## src/cz_pkg.sv

```systemverilog
/*
 shared constants for the code-size custom instruction unit: opcodes,
 function codes, top-field codes, fixed registers, alignment masks and exception causes.
 assumes a risc-v style 32-bit instruction word and an xlen of 32 or 64.
*/
package cz_pkg;
   // major opcodes
   localparam logic [6:0] op_cust3        = 7'h7b;  // 1111011
   localparam logic [6:0] op_cust2        = 7'h5b;  // 1011011
   // funct3 codes
   localparam logic [2:0] f3_byte         = 3'h0;
   localparam logic [2:0] f3_half         = 3'h1;
   localparam logic [2:0] f3_word         = 3'h2;
   localparam logic [2:0] f3_dword        = 3'h3;
   localparam logic [2:0] f3_half_u       = 3'h5;
   localparam logic [2:0] f3_word_u       = 3'h6;
   localparam logic [2:0] f3_br_imm       = 3'h2;
   localparam logic [2:0] f3_misc         = 3'h1;
   localparam logic [2:0] f3_strbr        = 3'h3;
   // top-field codes
   localparam logic [3:0] top4_post_st    = 4'ha;   // 1010
   localparam logic [6:0] top7_zero_mask  = 7'h70;  // 1110000
   localparam logic [6:0] top7_first_nz   = 7'h71;  // 1110001
   localparam logic [1:0] top2_load_s     = 2'h0;
   localparam logic [1:0] top2_load_u     = 2'h1;
   localparam logic [1:0] top2_store      = 2'h2;
   localparam logic [1:0] top2_store_b    = 2'h3;
   // fixed registers
   localparam logic [4:0] reg_gp          = 5'h03;
   localparam logic [4:0] reg_diff        = 5'h1f;  // x31
   // alignment masks and byte values
   localparam logic [2:0] mask_rv32       = 3'h3;
   localparam logic [2:0] mask_rv64       = 3'h7;
   localparam logic [7:0] byte_zero       = 8'h00;
   localparam logic [7:0] byte_full       = 8'hff;
   // exception causes
   localparam logic [3:0] cause_illegal   = 4'h2;
   localparam logic [3:0] cause_st_misal  = 4'h6;
endpackage

```

## src/cz_unit.sv

```systemverilog
/*
 code-size custom instruction unit: decodes one issued instruction per cycle,
 computes memory requests, register writes, next pc and exceptions.
 assumes the issue stage supplies rs1/rs2/gp values with the instruction and
 that the load-store unit returns load data later with its own writeback;
 this unit only issues the request and the extend mode for the load.
*/
// Contract
// RULE_01: post-increment dword store: 8 bytes at rs1, rv64
// RULE_02: post-increment store writes rs1 plus imm back
// RULE_03: misaligned raises unaligned, bad cases illegal
// RULE_04: gp byte load, signed or unsigned extension
// RULE_05: gp half load, imm shifted by one
// RULE_06: gp word load, unsigned form rv64 only
// RULE_07: gp dword load, imm shifted by three
// RULE_08: gp byte store, split immediate reassembled
// RULE_09: gp half/word/dword store, scaled immediate
// RULE_10: alignment branch when (rs1|rs2)&mask nonzero
// RULE_11: string branch on zero byte or mismatch
// RULE_12: zero-byte mask, chained byte by byte
// RULE_13: first nonzero byte from lsb, else zero
// RULE_14: branch if rs1 equals sign-extended imm
// RULE_15: undefined or rv64-only-on-rv32 is illegal
`timescale 1ns/1ps
module cz_unit
#(
   parameter int xlen = 64                       // 32 or 64
)
(
   input  wire logic            clk_in,          // 50 mhz core clock
   input  wire logic            reset_in,        // async, active high
   input  wire logic            valid_in,        // instruction issued
   input  wire logic [31:0]     instr_in,        // instruction word
   input  wire logic [xlen-1:0] pc_in,           // instruction address
   input  wire logic [xlen-1:0] rs1_in,          // rs1 value
   input  wire logic [xlen-1:0] rs2_in,          // rs2 value
   input  wire logic [xlen-1:0] gp_in,           // global pointer value
   output logic                 mem_req_out,     // memory request pulse
   output logic                 mem_we_out,      // 1 store, 0 load
   output logic [xlen-1:0]      mem_addr_out,    // byte address
   output logic [xlen-1:0]      mem_wdata_out,   // store data, low aligned
   output logic [1:0]           mem_size_out,    // log2 of byte count
   output logic                 mem_unsigned_out,// zero-extend load
   output logic [4:0]           load_rd_out,     // load destination
   output logic                 wb_en_out,       // register write pulse
   output logic [4:0]           wb_rd_out,       // write destination
   output logic [xlen-1:0]      wb_data_out,     // write value
   output logic                 br_taken_out,    // redirect pulse
   output logic [xlen-1:0]      next_pc_out,     // next pc
   output logic                 done_out,        // handled pulse
   output logic                 exc_out,         // exception pulse
   output logic [3:0]           exc_cause_out    // exception cause
);
   // elaboration check: only the two register widths are decoded
   if (xlen != 32 && xlen != 64)
   begin
      $error("xlen must be 32 or 64");
   end

   localparam int nbytes = xlen / 8;
   localparam logic rv64 = (xlen == 64);

   ////////////////////////////////////////////////////////////////////
   // helpers

   // sign-extend an 18-bit value to xlen
   function automatic logic [xlen-1:0] sext18(input logic [17:0] v);
      sext18 = {{(xlen-18){v[17]}}, v};
   endfunction

   // mask of bytes up to and including the first zero byte
   function automatic logic [xlen-1:0] nz_mask(input logic [xlen-1:0] v);
      logic run;
      run = 1'b1;
      nz_mask = '0;
      for (int i = 0; i < nbytes; i++)
      begin
         nz_mask[i*8 +: 8] = run ? cz_pkg::byte_full : cz_pkg::byte_zero;
         run = run && (v[i*8 +: 8] != cz_pkg::byte_zero);
      end
   endfunction

   // any zero byte within the register
   function automatic logic has_zero(input logic [xlen-1:0] v);
      has_zero = 1'b0;
      for (int i = 0; i < nbytes; i++)
         if (v[i*8 +: 8] == cz_pkg::byte_zero)
            has_zero = 1'b1;
   endfunction

   ////////////////////////////////////////////////////////////////////
   // decode fields
   logic [6:0]      opc;                         // major opcode
   logic [2:0]      f3;                          // funct3
   logic [4:0]      rd_f;                        // rd field
   logic [4:0]      rs1_f;                       // rs1 field
   logic [4:0]      rs2_f;                       // rs2 field
   assign opc   = instr_in[6:0];
   assign f3    = instr_in[14:12];
   assign rd_f  = instr_in[11:7];
   assign rs1_f = instr_in[19:15];
   assign rs2_f = instr_in[24:20];

   // immediates
   logic [10:0]     imm_post;                    // post-increment offset
   logic [17:0]     imm_ld_b;                    // gp byte load
   logic [17:0]     imm_ld_s;                    // gp scaled load field
   logic [17:0]     imm_st_b;                    // gp byte store
   logic [17:0]     imm_st_s;                    // gp scaled store field
   logic [17:0]     imm_br;                      // 13-bit branch offset
   logic [xlen-1:0] cimm;                        // immediate compare value
   assign imm_post  = {instr_in[27:25], instr_in[11:7], 3'h0};
   assign imm_ld_b  = {{2{instr_in[29]}}, instr_in[29:14]};
   assign imm_ld_s  = {{3{instr_in[29]}}, instr_in[29:15]};
   assign imm_st_b  = {{2{instr_in[29]}}, instr_in[29:25], instr_in[19:14], instr_in[11:7]};
   assign imm_st_s  = {{3{instr_in[29]}}, instr_in[29:25], instr_in[19:15], instr_in[11:7]};
   assign imm_br    = {{5{instr_in[31]}}, instr_in[31], instr_in[7], instr_in[30:25],
                       instr_in[11:8], 1'b0};
   assign cimm      = {{(xlen-5){instr_in[24]}}, instr_in[24:20]};

   ////////////////////////////////////////////////////////////////////
   // next-state computation
   logic            mem_req_d, mem_we_d, mem_uns_d, wb_en_d, br_d, done_d, exc_d;
   logic [xlen-1:0] mem_addr_d, mem_wdata_d, wb_data_d, next_pc_d;
   logic [1:0]      mem_size_d;
   logic [4:0]      load_rd_d, wb_rd_d;
   logic [3:0]      cause_d;

   always_comb
   begin
      logic            illegal;
      logic            taken;
      logic [xlen-1:0] diff;
      logic [xlen-1:0] am;
      illegal     = 1'b0;
      taken       = 1'b0;
      diff        = rs1_in - rs2_in;
      am          = rv64 ? xlen'(cz_pkg::mask_rv64) : xlen'(cz_pkg::mask_rv32);
      mem_req_d   = 1'b0;
      mem_we_d    = 1'b0;
      mem_uns_d   = 1'b0;
      mem_addr_d  = '0;
      mem_wdata_d = rs2_in;
      mem_size_d  = 2'h0;
      load_rd_d   = rd_f;
      wb_en_d     = 1'b0;
      wb_rd_d     = rd_f;
      wb_data_d   = '0;
      br_d        = 1'b0;
      done_d      = valid_in;
      cause_d     = cz_pkg::cause_illegal;
      if (opc == cz_pkg::op_cust3)
      begin
         if (f3 == cz_pkg::f3_misc && instr_in[31:28] == cz_pkg::top4_post_st)
         begin
            illegal     = !rv64;                                   // RULE_15
            mem_req_d   = 1'b1;                                    // RULE_01
            mem_we_d    = 1'b1;
            mem_size_d  = 2'h3;
            mem_addr_d  = rs1_in;
            wb_rd_d     = rs1_f;                                   // RULE_02
            wb_data_d   = rs1_in + xlen'(imm_post);                // RULE_02
            wb_en_d     = 1'b1;
            if (rs1_in[2:0] != 3'h0)                               // RULE_03
            begin
               illegal = 1'b1;
               cause_d = rv64 ? cz_pkg::cause_st_misal : cz_pkg::cause_illegal;
            end
         end
         else if (f3 == cz_pkg::f3_misc && instr_in[31:25] == cz_pkg::top7_zero_mask && rs2_f == 5'h0)
         begin
            wb_en_d   = 1'b1;
            wb_data_d = nz_mask(rs1_in);                           // RULE_12
         end
         else if (f3 == cz_pkg::f3_misc && instr_in[31:25] == cz_pkg::top7_first_nz && rs2_f == 5'h0)
         begin
            wb_en_d = 1'b1;
            for (int i = nbytes - 1; i >= 0; i--)                  // RULE_13
               if (rs1_in[i*8 +: 8] != cz_pkg::byte_zero)
                  wb_data_d = xlen'(rs1_in[i*8 +: 8]);
         end
         else if (f3 == cz_pkg::f3_strbr && !instr_in[31])
            taken = ((rs1_in | rs2_in) & am) != '0;               // RULE_10
         else if (f3 == cz_pkg::f3_strbr && instr_in[31])
         begin
            taken     = has_zero(rs1_in) || (rs1_in != rs2_in);    // RULE_11
            wb_en_d   = 1'b1;
            wb_rd_d   = cz_pkg::reg_diff;                          // RULE_11
            wb_data_d = diff;
         end
         else if (f3 == cz_pkg::f3_br_imm)
            taken = (rs1_in == cimm);                              // RULE_14
         else
            illegal = 1'b1;                                        // RULE_15
      end
      else if (opc == cz_pkg::op_cust2)
      begin
         mem_req_d = 1'b1;
         if (instr_in[31:30] == cz_pkg::top2_store_b && f3[1:0] == 2'h0)
         begin
            mem_we_d   = 1'b1;                                     // RULE_08
            mem_addr_d = gp_in + sext18(imm_st_b);
         end
         else if (instr_in[31:30] == cz_pkg::top2_store && f3 != cz_pkg::f3_byte && f3[2] == 1'b0)
         begin
            mem_we_d   = 1'b1;                                     // RULE_09
            mem_size_d = f3[1:0];
            mem_addr_d = gp_in + (sext18(imm_st_s) << f3[1:0]);
            illegal    = (f3 == cz_pkg::f3_dword) && !rv64;        // RULE_15
         end
         else if (instr_in[31:30] != cz_pkg::top2_store && instr_in[31:30] != cz_pkg::top2_store_b
                  && f3[1:0] == 2'h0)
         begin
            mem_uns_d  = (instr_in[31:30] == cz_pkg::top2_load_u); // RULE_04
            mem_addr_d = gp_in + sext18(imm_ld_b);                 // RULE_04
         end
         else if (instr_in[31:30] == cz_pkg::top2_load_s && f3 != cz_pkg::f3_byte)
         begin
            mem_size_d = f3[1:0];                                  // RULE_05
            mem_uns_d  = f3[2];                                    // RULE_06
            mem_addr_d = gp_in + (sext18(imm_ld_s) << f3[1:0]);    // RULE_07
            if (f3 == 3'h4 || f3 == 3'h7 || (f3 == cz_pkg::f3_word_u && !rv64)
                || (f3 == cz_pkg::f3_dword && !rv64))
               illegal = 1'b1;                                     // RULE_15
         end
         else
            illegal = 1'b1;                                        // RULE_15
      end
      else
      begin
         // another unit owns this opcode: trapping it here would kill ordinary code
         done_d  = 1'b0;
      end
      next_pc_d = taken ? pc_in + sext18(imm_br) : pc_in + xlen'(4);
      br_d      = taken;
      if (!valid_in || illegal)
      begin
         mem_req_d = 1'b0;
         wb_en_d   = 1'b0;
         br_d      = 1'b0;
      end
      exc_d = valid_in && illegal;                                 // RULE_03
   end

   ////////////////////////////////////////////////////////////////////
   // output registers: all outputs come straight from flip-flops
   always_ff @(posedge clk_in or posedge reset_in)
   begin
      if (reset_in)
      begin
         mem_req_out      <= 1'b0;
         mem_we_out       <= 1'b0;
         mem_addr_out     <= '0;
         mem_wdata_out    <= '0;
         mem_size_out     <= 2'h0;
         mem_unsigned_out <= 1'b0;
         load_rd_out      <= 5'h0;
         wb_en_out        <= 1'b0;
         wb_rd_out        <= 5'h0;
         wb_data_out      <= '0;
         br_taken_out     <= 1'b0;
         next_pc_out      <= '0;
         done_out         <= 1'b0;
         exc_out          <= 1'b0;
         exc_cause_out    <= 4'h0;
      end
      else
      begin
         mem_req_out      <= mem_req_d;
         mem_we_out       <= mem_we_d;
         mem_addr_out     <= mem_addr_d;
         mem_wdata_out    <= mem_wdata_d;
         mem_size_out     <= mem_size_d;
         mem_unsigned_out <= mem_uns_d;
         load_rd_out      <= load_rd_d;
         wb_en_out        <= wb_en_d;
         wb_rd_out        <= wb_rd_d;
         wb_data_out      <= wb_data_d;
         br_taken_out     <= br_d;
         next_pc_out      <= next_pc_d;
         done_out         <= done_d;
         exc_out          <= exc_d;
         exc_cause_out    <= cause_d;
      end
   end

   ////////////////////////////////////////////////////////////////////
   // checks
   a_post_writeback: assert property (@(posedge clk_in) disable iff (reset_in) // RULE_02
      (valid_in && instr_in[6:0] == cz_pkg::op_cust3 && instr_in[14:12] == 3'h1
       && instr_in[31:28] == 4'ha && rv64 && rs1_in[2:0] == 3'h0)
      |=> (wb_en_out && mem_req_out && mem_we_out && mem_size_out == 2'h3
           && wb_data_out == $past(rs1_in) + xlen'($past(imm_post))))
      else $error("post-increment store writeback wrong");
   a_misal_exc: assert property (@(posedge clk_in) disable iff (reset_in) // RULE_03
      (valid_in && instr_in[6:0] == cz_pkg::op_cust3 && instr_in[14:12] == 3'h1
       && instr_in[31:28] == 4'ha && rs1_in[2:0] != 3'h0)
      |=> (exc_out && !mem_req_out))
      else $error("misaligned store not trapped");
   a_illegal_quiet: assert property (@(posedge clk_in) disable iff (reset_in) // RULE_15
      exc_out |-> (!wb_en_out && !br_taken_out && !mem_req_out))
      else $error("exception with side effect");
   a_imm_branch_target: assert property (@(posedge clk_in) disable iff (reset_in) // RULE_14
      (valid_in && instr_in[6:0] == cz_pkg::op_cust3 && instr_in[14:12] == 3'h2)
      |=> (br_taken_out == ($past(rs1_in) == $past(cimm))
           && next_pc_out == (br_taken_out ? $past(pc_in) + sext18($past(imm_br))
                                           : $past(pc_in) + xlen'(4))))
      else $error("immediate branch target wrong");
   a_strbr_x31: assert property (@(posedge clk_in) disable iff (reset_in) // RULE_11
      (valid_in && instr_in[6:0] == cz_pkg::op_cust3 && instr_in[14:12] == 3'h3 && instr_in[31])
      |=> (wb_en_out && wb_rd_out == 5'h1f && wb_data_out == $past(rs1_in) - $past(rs2_in)))
      else $error("string branch difference not written");
   a_gp_byte_load: assert property (@(posedge clk_in) disable iff (reset_in) // RULE_04
      (valid_in && instr_in[6:0] == cz_pkg::op_cust2 && instr_in[13:12] == 2'h0
       && instr_in[31:30] == 2'h1)
      |=> (mem_req_out && !mem_we_out && mem_unsigned_out && mem_size_out == 2'h0))
      else $error("gp byte load decode wrong");
   a_mask_byte0: assert property (@(posedge clk_in) disable iff (reset_in) // RULE_12
      (valid_in && instr_in[6:0] == cz_pkg::op_cust3 && instr_in[14:12] == 3'h1
       && instr_in[31:25] == 7'h70 && instr_in[24:20] == 5'h0)
      |=> (wb_en_out && wb_data_out[7:0] == 8'hff))
      else $error("zero-byte mask byte 0 not full");
   a_align_branch: assert property (@(posedge clk_in) disable iff (reset_in) // RULE_10
      (valid_in && instr_in[6:0] == cz_pkg::op_cust3 && instr_in[14:12] == 3'h3 && !instr_in[31]
       && ((rs1_in | rs2_in) & xlen'(7)) == '0)
      |=> (!br_taken_out && next_pc_out == $past(pc_in) + xlen'(4)))
      else $error("aligned operands branched");
endmodule

```

## config.mk

```make
export PLATFORM = sky130hd
export DESIGN_NAME = cz_unit
export DESIGN_NICKNAME = d
export VERILOG_FILES = /design/src/cz_pkg.sv /design/src/cz_unit.sv
export SDC_FILE = /design/constraint.sdc
export NUM_CORES = 2
export LEC_CHECK = 0
export BUFFER_PORTS_ARGS = -buffer_cell sky130_fd_sc_hd__buf_4
export CAP_MARGIN = 20
export CORE_AREA = 2 2 324 326
export DETAILED_ROUTE_END_ITERATION = 10
export DIE_AREA = 0 0 326 328
export GPL_ROUTABILITY_DRIVEN = 0
export PLACE_DENSITY_LB_ADDON = 0.3
export SYNTH_ARGS = -nofsm -noshare
export SYNTH_HDL_FRONTEND = slang
export SYNTH_SLANG_ARGS = --single-unit
export TNS_END_PERCENT = 100
```

## constraint.sdc

```tcl
create_clock -name clk_in -period 11 [get_ports clk_in]
set_clock_uncertainty 0.15 [all_clocks]
set_input_delay 1.1 -clock clk_in [delete_from_list [all_inputs] [get_ports clk_in]]
set_output_delay 1.1 -clock clk_in [all_outputs]
set_load 0.1 [all_outputs]
```

# Yosys cells after proc, flatten, opt, wreduce, memory -nomap -nowiden

Cells that the tools add are included.

Bits of input ports: 291
Output and inout bits: 279
Logic and storage cells: 195
Bits in registers: 279

Add/subtract/negate cells: 8
Reductions and logical operators: 47
Bitwise logic cells: 2
Equality and inequality tests: 17
Shift operators: 2
Multiplexer cells: 104

Operator list:

| kind                  | number |
|---|---|
| $mux 64               | 20 |
| $add 64x64->64        | 5 |
| $shl 64x2->64         | 2 |
| $mux 8                | 9 |
| $add 64x11->64        | 1 |
| $add 64x3->64 const B | 1 |
| $eq 64x64->1          | 1 |
| $logic_not 8->1       | 8 |
| $ne 64x64->1          | 1 |
| $reduce_bool 64->1    | 1 |
| $reduce_bool 8->1     | 8 |
| $sub 64x64->64        | 1 |
| $mux 1                | 59 |
| $mux 5                | 6 |
| $eq 7x7->1 const B    | 4 |
| $logic_and 1x1->1     | 20 |
| $mux 2                | 7 |
| $mux 3                | 3 |
| $eq 3x2->1 const B    | 2 |
| $eq 3x3->1 const B    | 2 |
| $reduce_bool 3->1     | 2 |
| $logic_not 5->1       | 1 |
| $eq 2x2->1 const B    | 2 |
| $eq 4x4->1 const B    | 1 |
| 8 further kinds       | 13 |

# Longest topological paths before layout

Depth after elaboration: 23
Mapped depth: 18
Mapped depth without buffers: 16

# Worst setup path after synthesis

OpenSTA, ideal clock, no wires.

Kind: input port to flip-flop
Start: input instr_in[12]
End: register mem_addr_out[23]
Stages: 16
Data required time: 10.729 ns
Data arrival time: 4.974 ns
Buffers on the path: 3
Setup time: 0.121 ns
Slack: 5.755 ns
Cell sequence: clkbuf_1 buf_1 buf_1 mux2i_1 a21oi_1 ha_1 o21a_1 o21a_1 a2111oi_2 o21ai_0 a31oi_1 o21bai_1 a221o_1 a32oi_1 o21ai_0 a22o_1

Cells in the longest elaborated chain, start to end: 8
Elaborated cells on any way between the ends: 20
Classes of those cells: add/sub: 2; eq/ne: 1; shift: 2; mux: 7; reduce/logical: 8

Ends and longest elaborated chain:

| what                                                       | RTL line                                       | text |
|---|---|---|
| start, declared                                            | cz_unit.sv:33                                  | `input wire logic [31:0] instr_in,` |
| $shl 64x2->64 / $reduce_bool 3->1 (equally long branches)  | cz_unit.sv:221, cz_unit.sv:204, cz_unit.sv:217 |  |
| $add 64x64->64 / $logic_and 1x1->1 (equally long branches) | cz_unit.sv:221, cz_unit.sv:217                 |  |
| $mux 64                                                    | cz_unit.sv:217                                 | `else if (instr_in[31:30] == cz_pkg::top2_load_s && f3 != cz_pkg::f3_byte)` |
| $mux 64                                                    | cz_unit.sv:211                                 | `else if (instr_in[31:30] != cz_pkg::top2_store && instr_in[31:30] != cz_pkg::top2_store_b` |
| $mux 64                                                    | cz_unit.sv:204                                 | `else if (instr_in[31:30] == cz_pkg::top2_store && f3 != cz_pkg::f3_byte && f3[2] == 1'b0)` |
| $mux 64                                                    | cz_unit.sv:199                                 | `if (instr_in[31:30] == cz_pkg::top2_store_b && f3[1:0] == 2'h0)` |
| $mux 64                                                    | cz_unit.sv:196                                 | `else if (opc == cz_pkg::op_cust2)` |
| $mux 64 (*)                                                | cz_unit.sv:152                                 | `if (opc == cz_pkg::op_cust3)` |
| net mem_addr_d[23]                                         | cz_unit.sv:124                                 | `logic [xlen-1:0] mem_addr_d, mem_wdata_d, wb_data_d, next_pc_d;` |
| end signal, assigned                                       | cz_unit.sv:271                                 | `mem_addr_out <= mem_addr_d;` |
| end, declared                                              | cz_unit.sv:40                                  | `output logic [xlen-1:0] mem_addr_out,` |

Mark *: on every way through the listed nets, which the timed path passes. The rest lies on a longest branch.

# Worst setup path in the final report

Start: input instr_in[29]
End: register mem_addr_out[45]

Cells in the longest elaborated chain, start to end: 8
Elaborated cells on any way between the ends: 15
Classes of those cells: add/sub: 4; eq/ne: 1; shift: 2; mux: 7; reduce/logical: 1

Ends and longest elaborated chain:

| what               | RTL line       | text |
|---|---|---|
| $shl 64x2->64      | cz_unit.sv:221 | `mem_addr_d = gp_in + (sext18(imm_ld_s) << f3[1:0]);` |
| $add 64x64->64     | cz_unit.sv:221 |  |
| $mux 64            | cz_unit.sv:217 |  |
| $mux 64            | cz_unit.sv:211 |  |
| $mux 64            | cz_unit.sv:204 |  |
| $mux 64            | cz_unit.sv:199 |  |
| $mux 64            | cz_unit.sv:196 |  |
| $mux 64 (*)        | cz_unit.sv:152 |  |
| net mem_addr_d[45] | cz_unit.sv:124 |  |

Marks and branches as above.

==> summary.txt <==
Drt
  • Total wire length: 158,000 µm
  • Pre-antenna DRT Iters: 8
  • Antenna-violating nets left: 0
  • Drc violations: 0
  • DR vias: 36,000
  • Vias/cell: 6.03
  • Post-DR wirelength/cell: 26.5 µm
  • Starting DRT DRC Count: 5,050

Pwr
  • Worst vdd ir: roughly 100 µV
  • Power, Total: 0.00435 W
  • PD cells: 115 mW/mm²
  • Leak pwr: around 16 nW

Critical path
  • WP data required: 11.31 ns
  • CP Launch Type: input pin
  • Crit end category: register
  • Critical path type: in2reg
  • Critical path data arrival time: 5.59 ns
  • Critical path peak fanout: 54

Logic synthesis
  • Synthesized flop and latch total: 277
  • Seq/Total Area, Yosys: 0.224
  • Syn avg cell area: 7.52 µm²
  • EDFF count, synth: 0
  • Ys async rst share: 1.00
  • Synthesized instance count: approximately 4,100
  • Top FF cell, synth: dfrtp_1
  • Synth unique cells: 91
  • Ys Warns: 0
  • Synth Cell Area: 0.0309 mm²

Clock tree
  • Post-CTS Setup Inserts: 0
  • Clock buffer depth: 3
  • CTS tree: done
  • Worst-path clk slew: 0.06 ns
  • Max H-tree Level: 2
  • CTS resizes: 0
  • Clock Root Buffer: clkbuf_16
  • Cts bufs inserted: 39
  • Hold-fix buffers at CTS: 0
  • Num Clock Sinks: around 280

Finish
  • Fin nets: 5,086
  • Share of layout cells above drive strength 1: 0.167
  • Util after Layout: 0.366
  • Layout area overhead: 22.2%
  • Layout Cells excl Fill: 5,965

Global route
  • GRT Total Usage: 0.280
  • Vias in the first global route: 33,500
  • Global-route wire length before repair: roughly 230,000 µm
  • Largest net degree at the start of global routing: 96
  • Antenna violations before repair: 14
  • GRT overflow: 0

Placement
  • Place WS: 5.37 ns
  • # placed instances: 5,885
  • Hpwl dp: around 120,000 µm
  • Buffers added on ports: 567

Floorplanning
  • Core Area: 0.103 mm²
  • Site Rows: 118
  • Die extent in y: ~330 µm
  • Die X: 326 µm
  • Die Area: 0.107 mm²
  • Initial Util: 0.299
  • I/O pins: 570

Timing
  • Fmax: 0.189 GHz
  • Unrepaired setup endpoints after global routing: false
  • Post-route setup slack: 5.72 ns
  • Setup violations, final: 0
  • Final hold vios: 0
  • Slew at the pin closest to its max-slew limit: around 1.4 ns
  • Final min period: 5.28 ns
  • Setup TNS: 0 ns
  • Max Slew Vio Count: 0
  • Slew HR: 0.0633
  • Final worst-path cycle share: 0.480

Outcome
  • Status: complete, no violations

Hold path
  • Worst Hold Class: in2async

Job
  • Max Cap Viol: 0
## cell type report
cell class                      count  area, µm²
Tap cell                         1380       1730
Multi-Input combinational cell   3474      22500
Fill cell                       10800      65500
Timing Repair Buffer              604       4530
Sequential cell                   277       6930
Clock buffer                       49       1090
Clock inverter                     23        322
Antenna cell                        7       17.5
Inverter                          151        574
## cells in the final DEF (no fill, tap or decap), drive strengths merged, types with 89 or more instances in the layout
cell type / instances
a21o: 109
a21oi: 536
buf: 603
dfrtp: 277
ha: 241
inv: 157
nand2: 389
nand3: 119
nand4: 89
nor2: 356
o21ai: 331
xnor2: 220
xor2: 129
## metal layers
layer | routed length [µm] | up-vias | GRT usage
li1 | - | 16100 | -
met4 | 9040 | 12 | 0.141
met2 | 64800 | 2415 | 0.405
met1 | 63400 | 17000 | 0.371
met5 | 78 | - | 0
met3 | 20600 | 497 | 0.0915
## power breakdown
group	leakage [nW]	switching (W)	internal, W
Combinational	12.1	0.00126	0.000590
Clock	0.679	0.000604	0.000837
Sequential	3.55	0.0000126	0.00105
Total	16.3	0.00187	0.00247
## state kept, by name, indices dropped and copies added, names as in the netlist
name,count
mem_unsigned_out,1
wb_en_out,1
wb_data_out,64
exc_out,1
next_pc_out,64
mem_size_out,2
mem_addr_out,64
mem_we_out,1
load_rd_out,5
mem_req_out,1
br_taken_out,1
exc_cause_out,2
done_out,1
wb_rd_out,5
mem_wdata_out,64
## final timing paths
kind | from | to | slack, ns | depth (start not counted)
worst max-delay path | instr_in[29] | mem_addr_out[45] | 5.72 | 11
worst min-delay path | reset_in | next_pc_out[43] | 0.40 | 2
max in group asynchronous | reset_in | mem_addr_out[37] | 8.04 | 4
min in group clk_in | pc_in[0] | next_pc_out[0] | 0.44 | 1
## stage by stage
stage	hold slack, ns	area [µm²]
after floorplan	0.981	30900
after global placement	1.06	36300
after detailed placement	1.06	36300
after CTS	0.383	37700
after global routing	0.404	37700
final	0.400	37700
## synthesized netlist by cell type (9+ instances only)
library cell / count / area share
a21boi_0: 22 / 0.0053
ha_1: 241 / 0.098
o21bai_1: 70 / 0.017
nor2b_1: 28 / 0.0057
a211oi_1: 81 / 0.020
nand4_1: 89 / 0.018
o221ai_1: 26 / 0.0074
o21ai_1: 15 / 0.0024
a22o_1: 9 / 0.0026
a21oi_2: 32 / 0.0091
nand3_1: 117 / 0.019
xnor2_1: 220 / 0.062
dfrtp_1: 277 / 0.22
nand2_1: 389 / 0.047
a22oi_1: 27 / 0.0066
a21o_1: 109 / 0.026
o211ai_1: 23 / 0.0056
o31ai_1: 21 / 0.0051
a21oi_1: 504 / 0.082
a221oi_1: 41 / 0.012
and3_1: 55 / 0.011
nor2_1: 355 / 0.043
and2_1: 36 / 0.0073
a31oi_1: 54 / 0.011
mux2i_1: 18 / 0.0058
or2_2: 12 / 0.0024
o22a_1: 9 / 0.0026
or4_1: 12 / 0.0029
buf_1: 12 / 0.0015
nor4_1: 33 / 0.0067
xor2_1: 129 / 0.037
or3_1: 29 / 0.0059
o21a_1: 47 / 0.011
o22ai_1: 35 / 0.0071
and4_1: 15 / 0.0043
a211o_1: 12 / 0.0034
nor3_1: 73 / 0.012
o21ai_0: 316 / 0.051
clkbuf_1: 174 / 0.021
nand2b_1: 22 / 0.0045
inv_1: 151 / 0.018
a221o_1: 16 / 0.0052
## critical path, stage by stage
cell	delay [ns]
buf_4	0.52
ha_1	0.68
and2_1	0.41
nand3_1	0.31
nor2_1	0.30
nand2_1	0.10
o21ai_0	0.82
a21oi_1	0.22
xnor2_1	0.18
a222oi_1	0.75
o21ai_0	0.15
## cell families (layout without fill, tap and decap cells)
kind of cell / after synthesis / count (layout) / share of synthesized area
compound gates: 1561 / 1561 / 0.321
xor+xnor: 349 / 349 / 0.0990
fa+ha+maj: 248 / 248 / 0.102
buf+inv: 358 / 827 / 0.0478
flops: 277 / 277 / 0.224
mux: 27 / 27 / 0.00960
other cells: 2 / 10 / 0.000243
simple gates: 1286 / 1286 / 0.196
No activity file was read; power rests on OpenSTA's default activity.
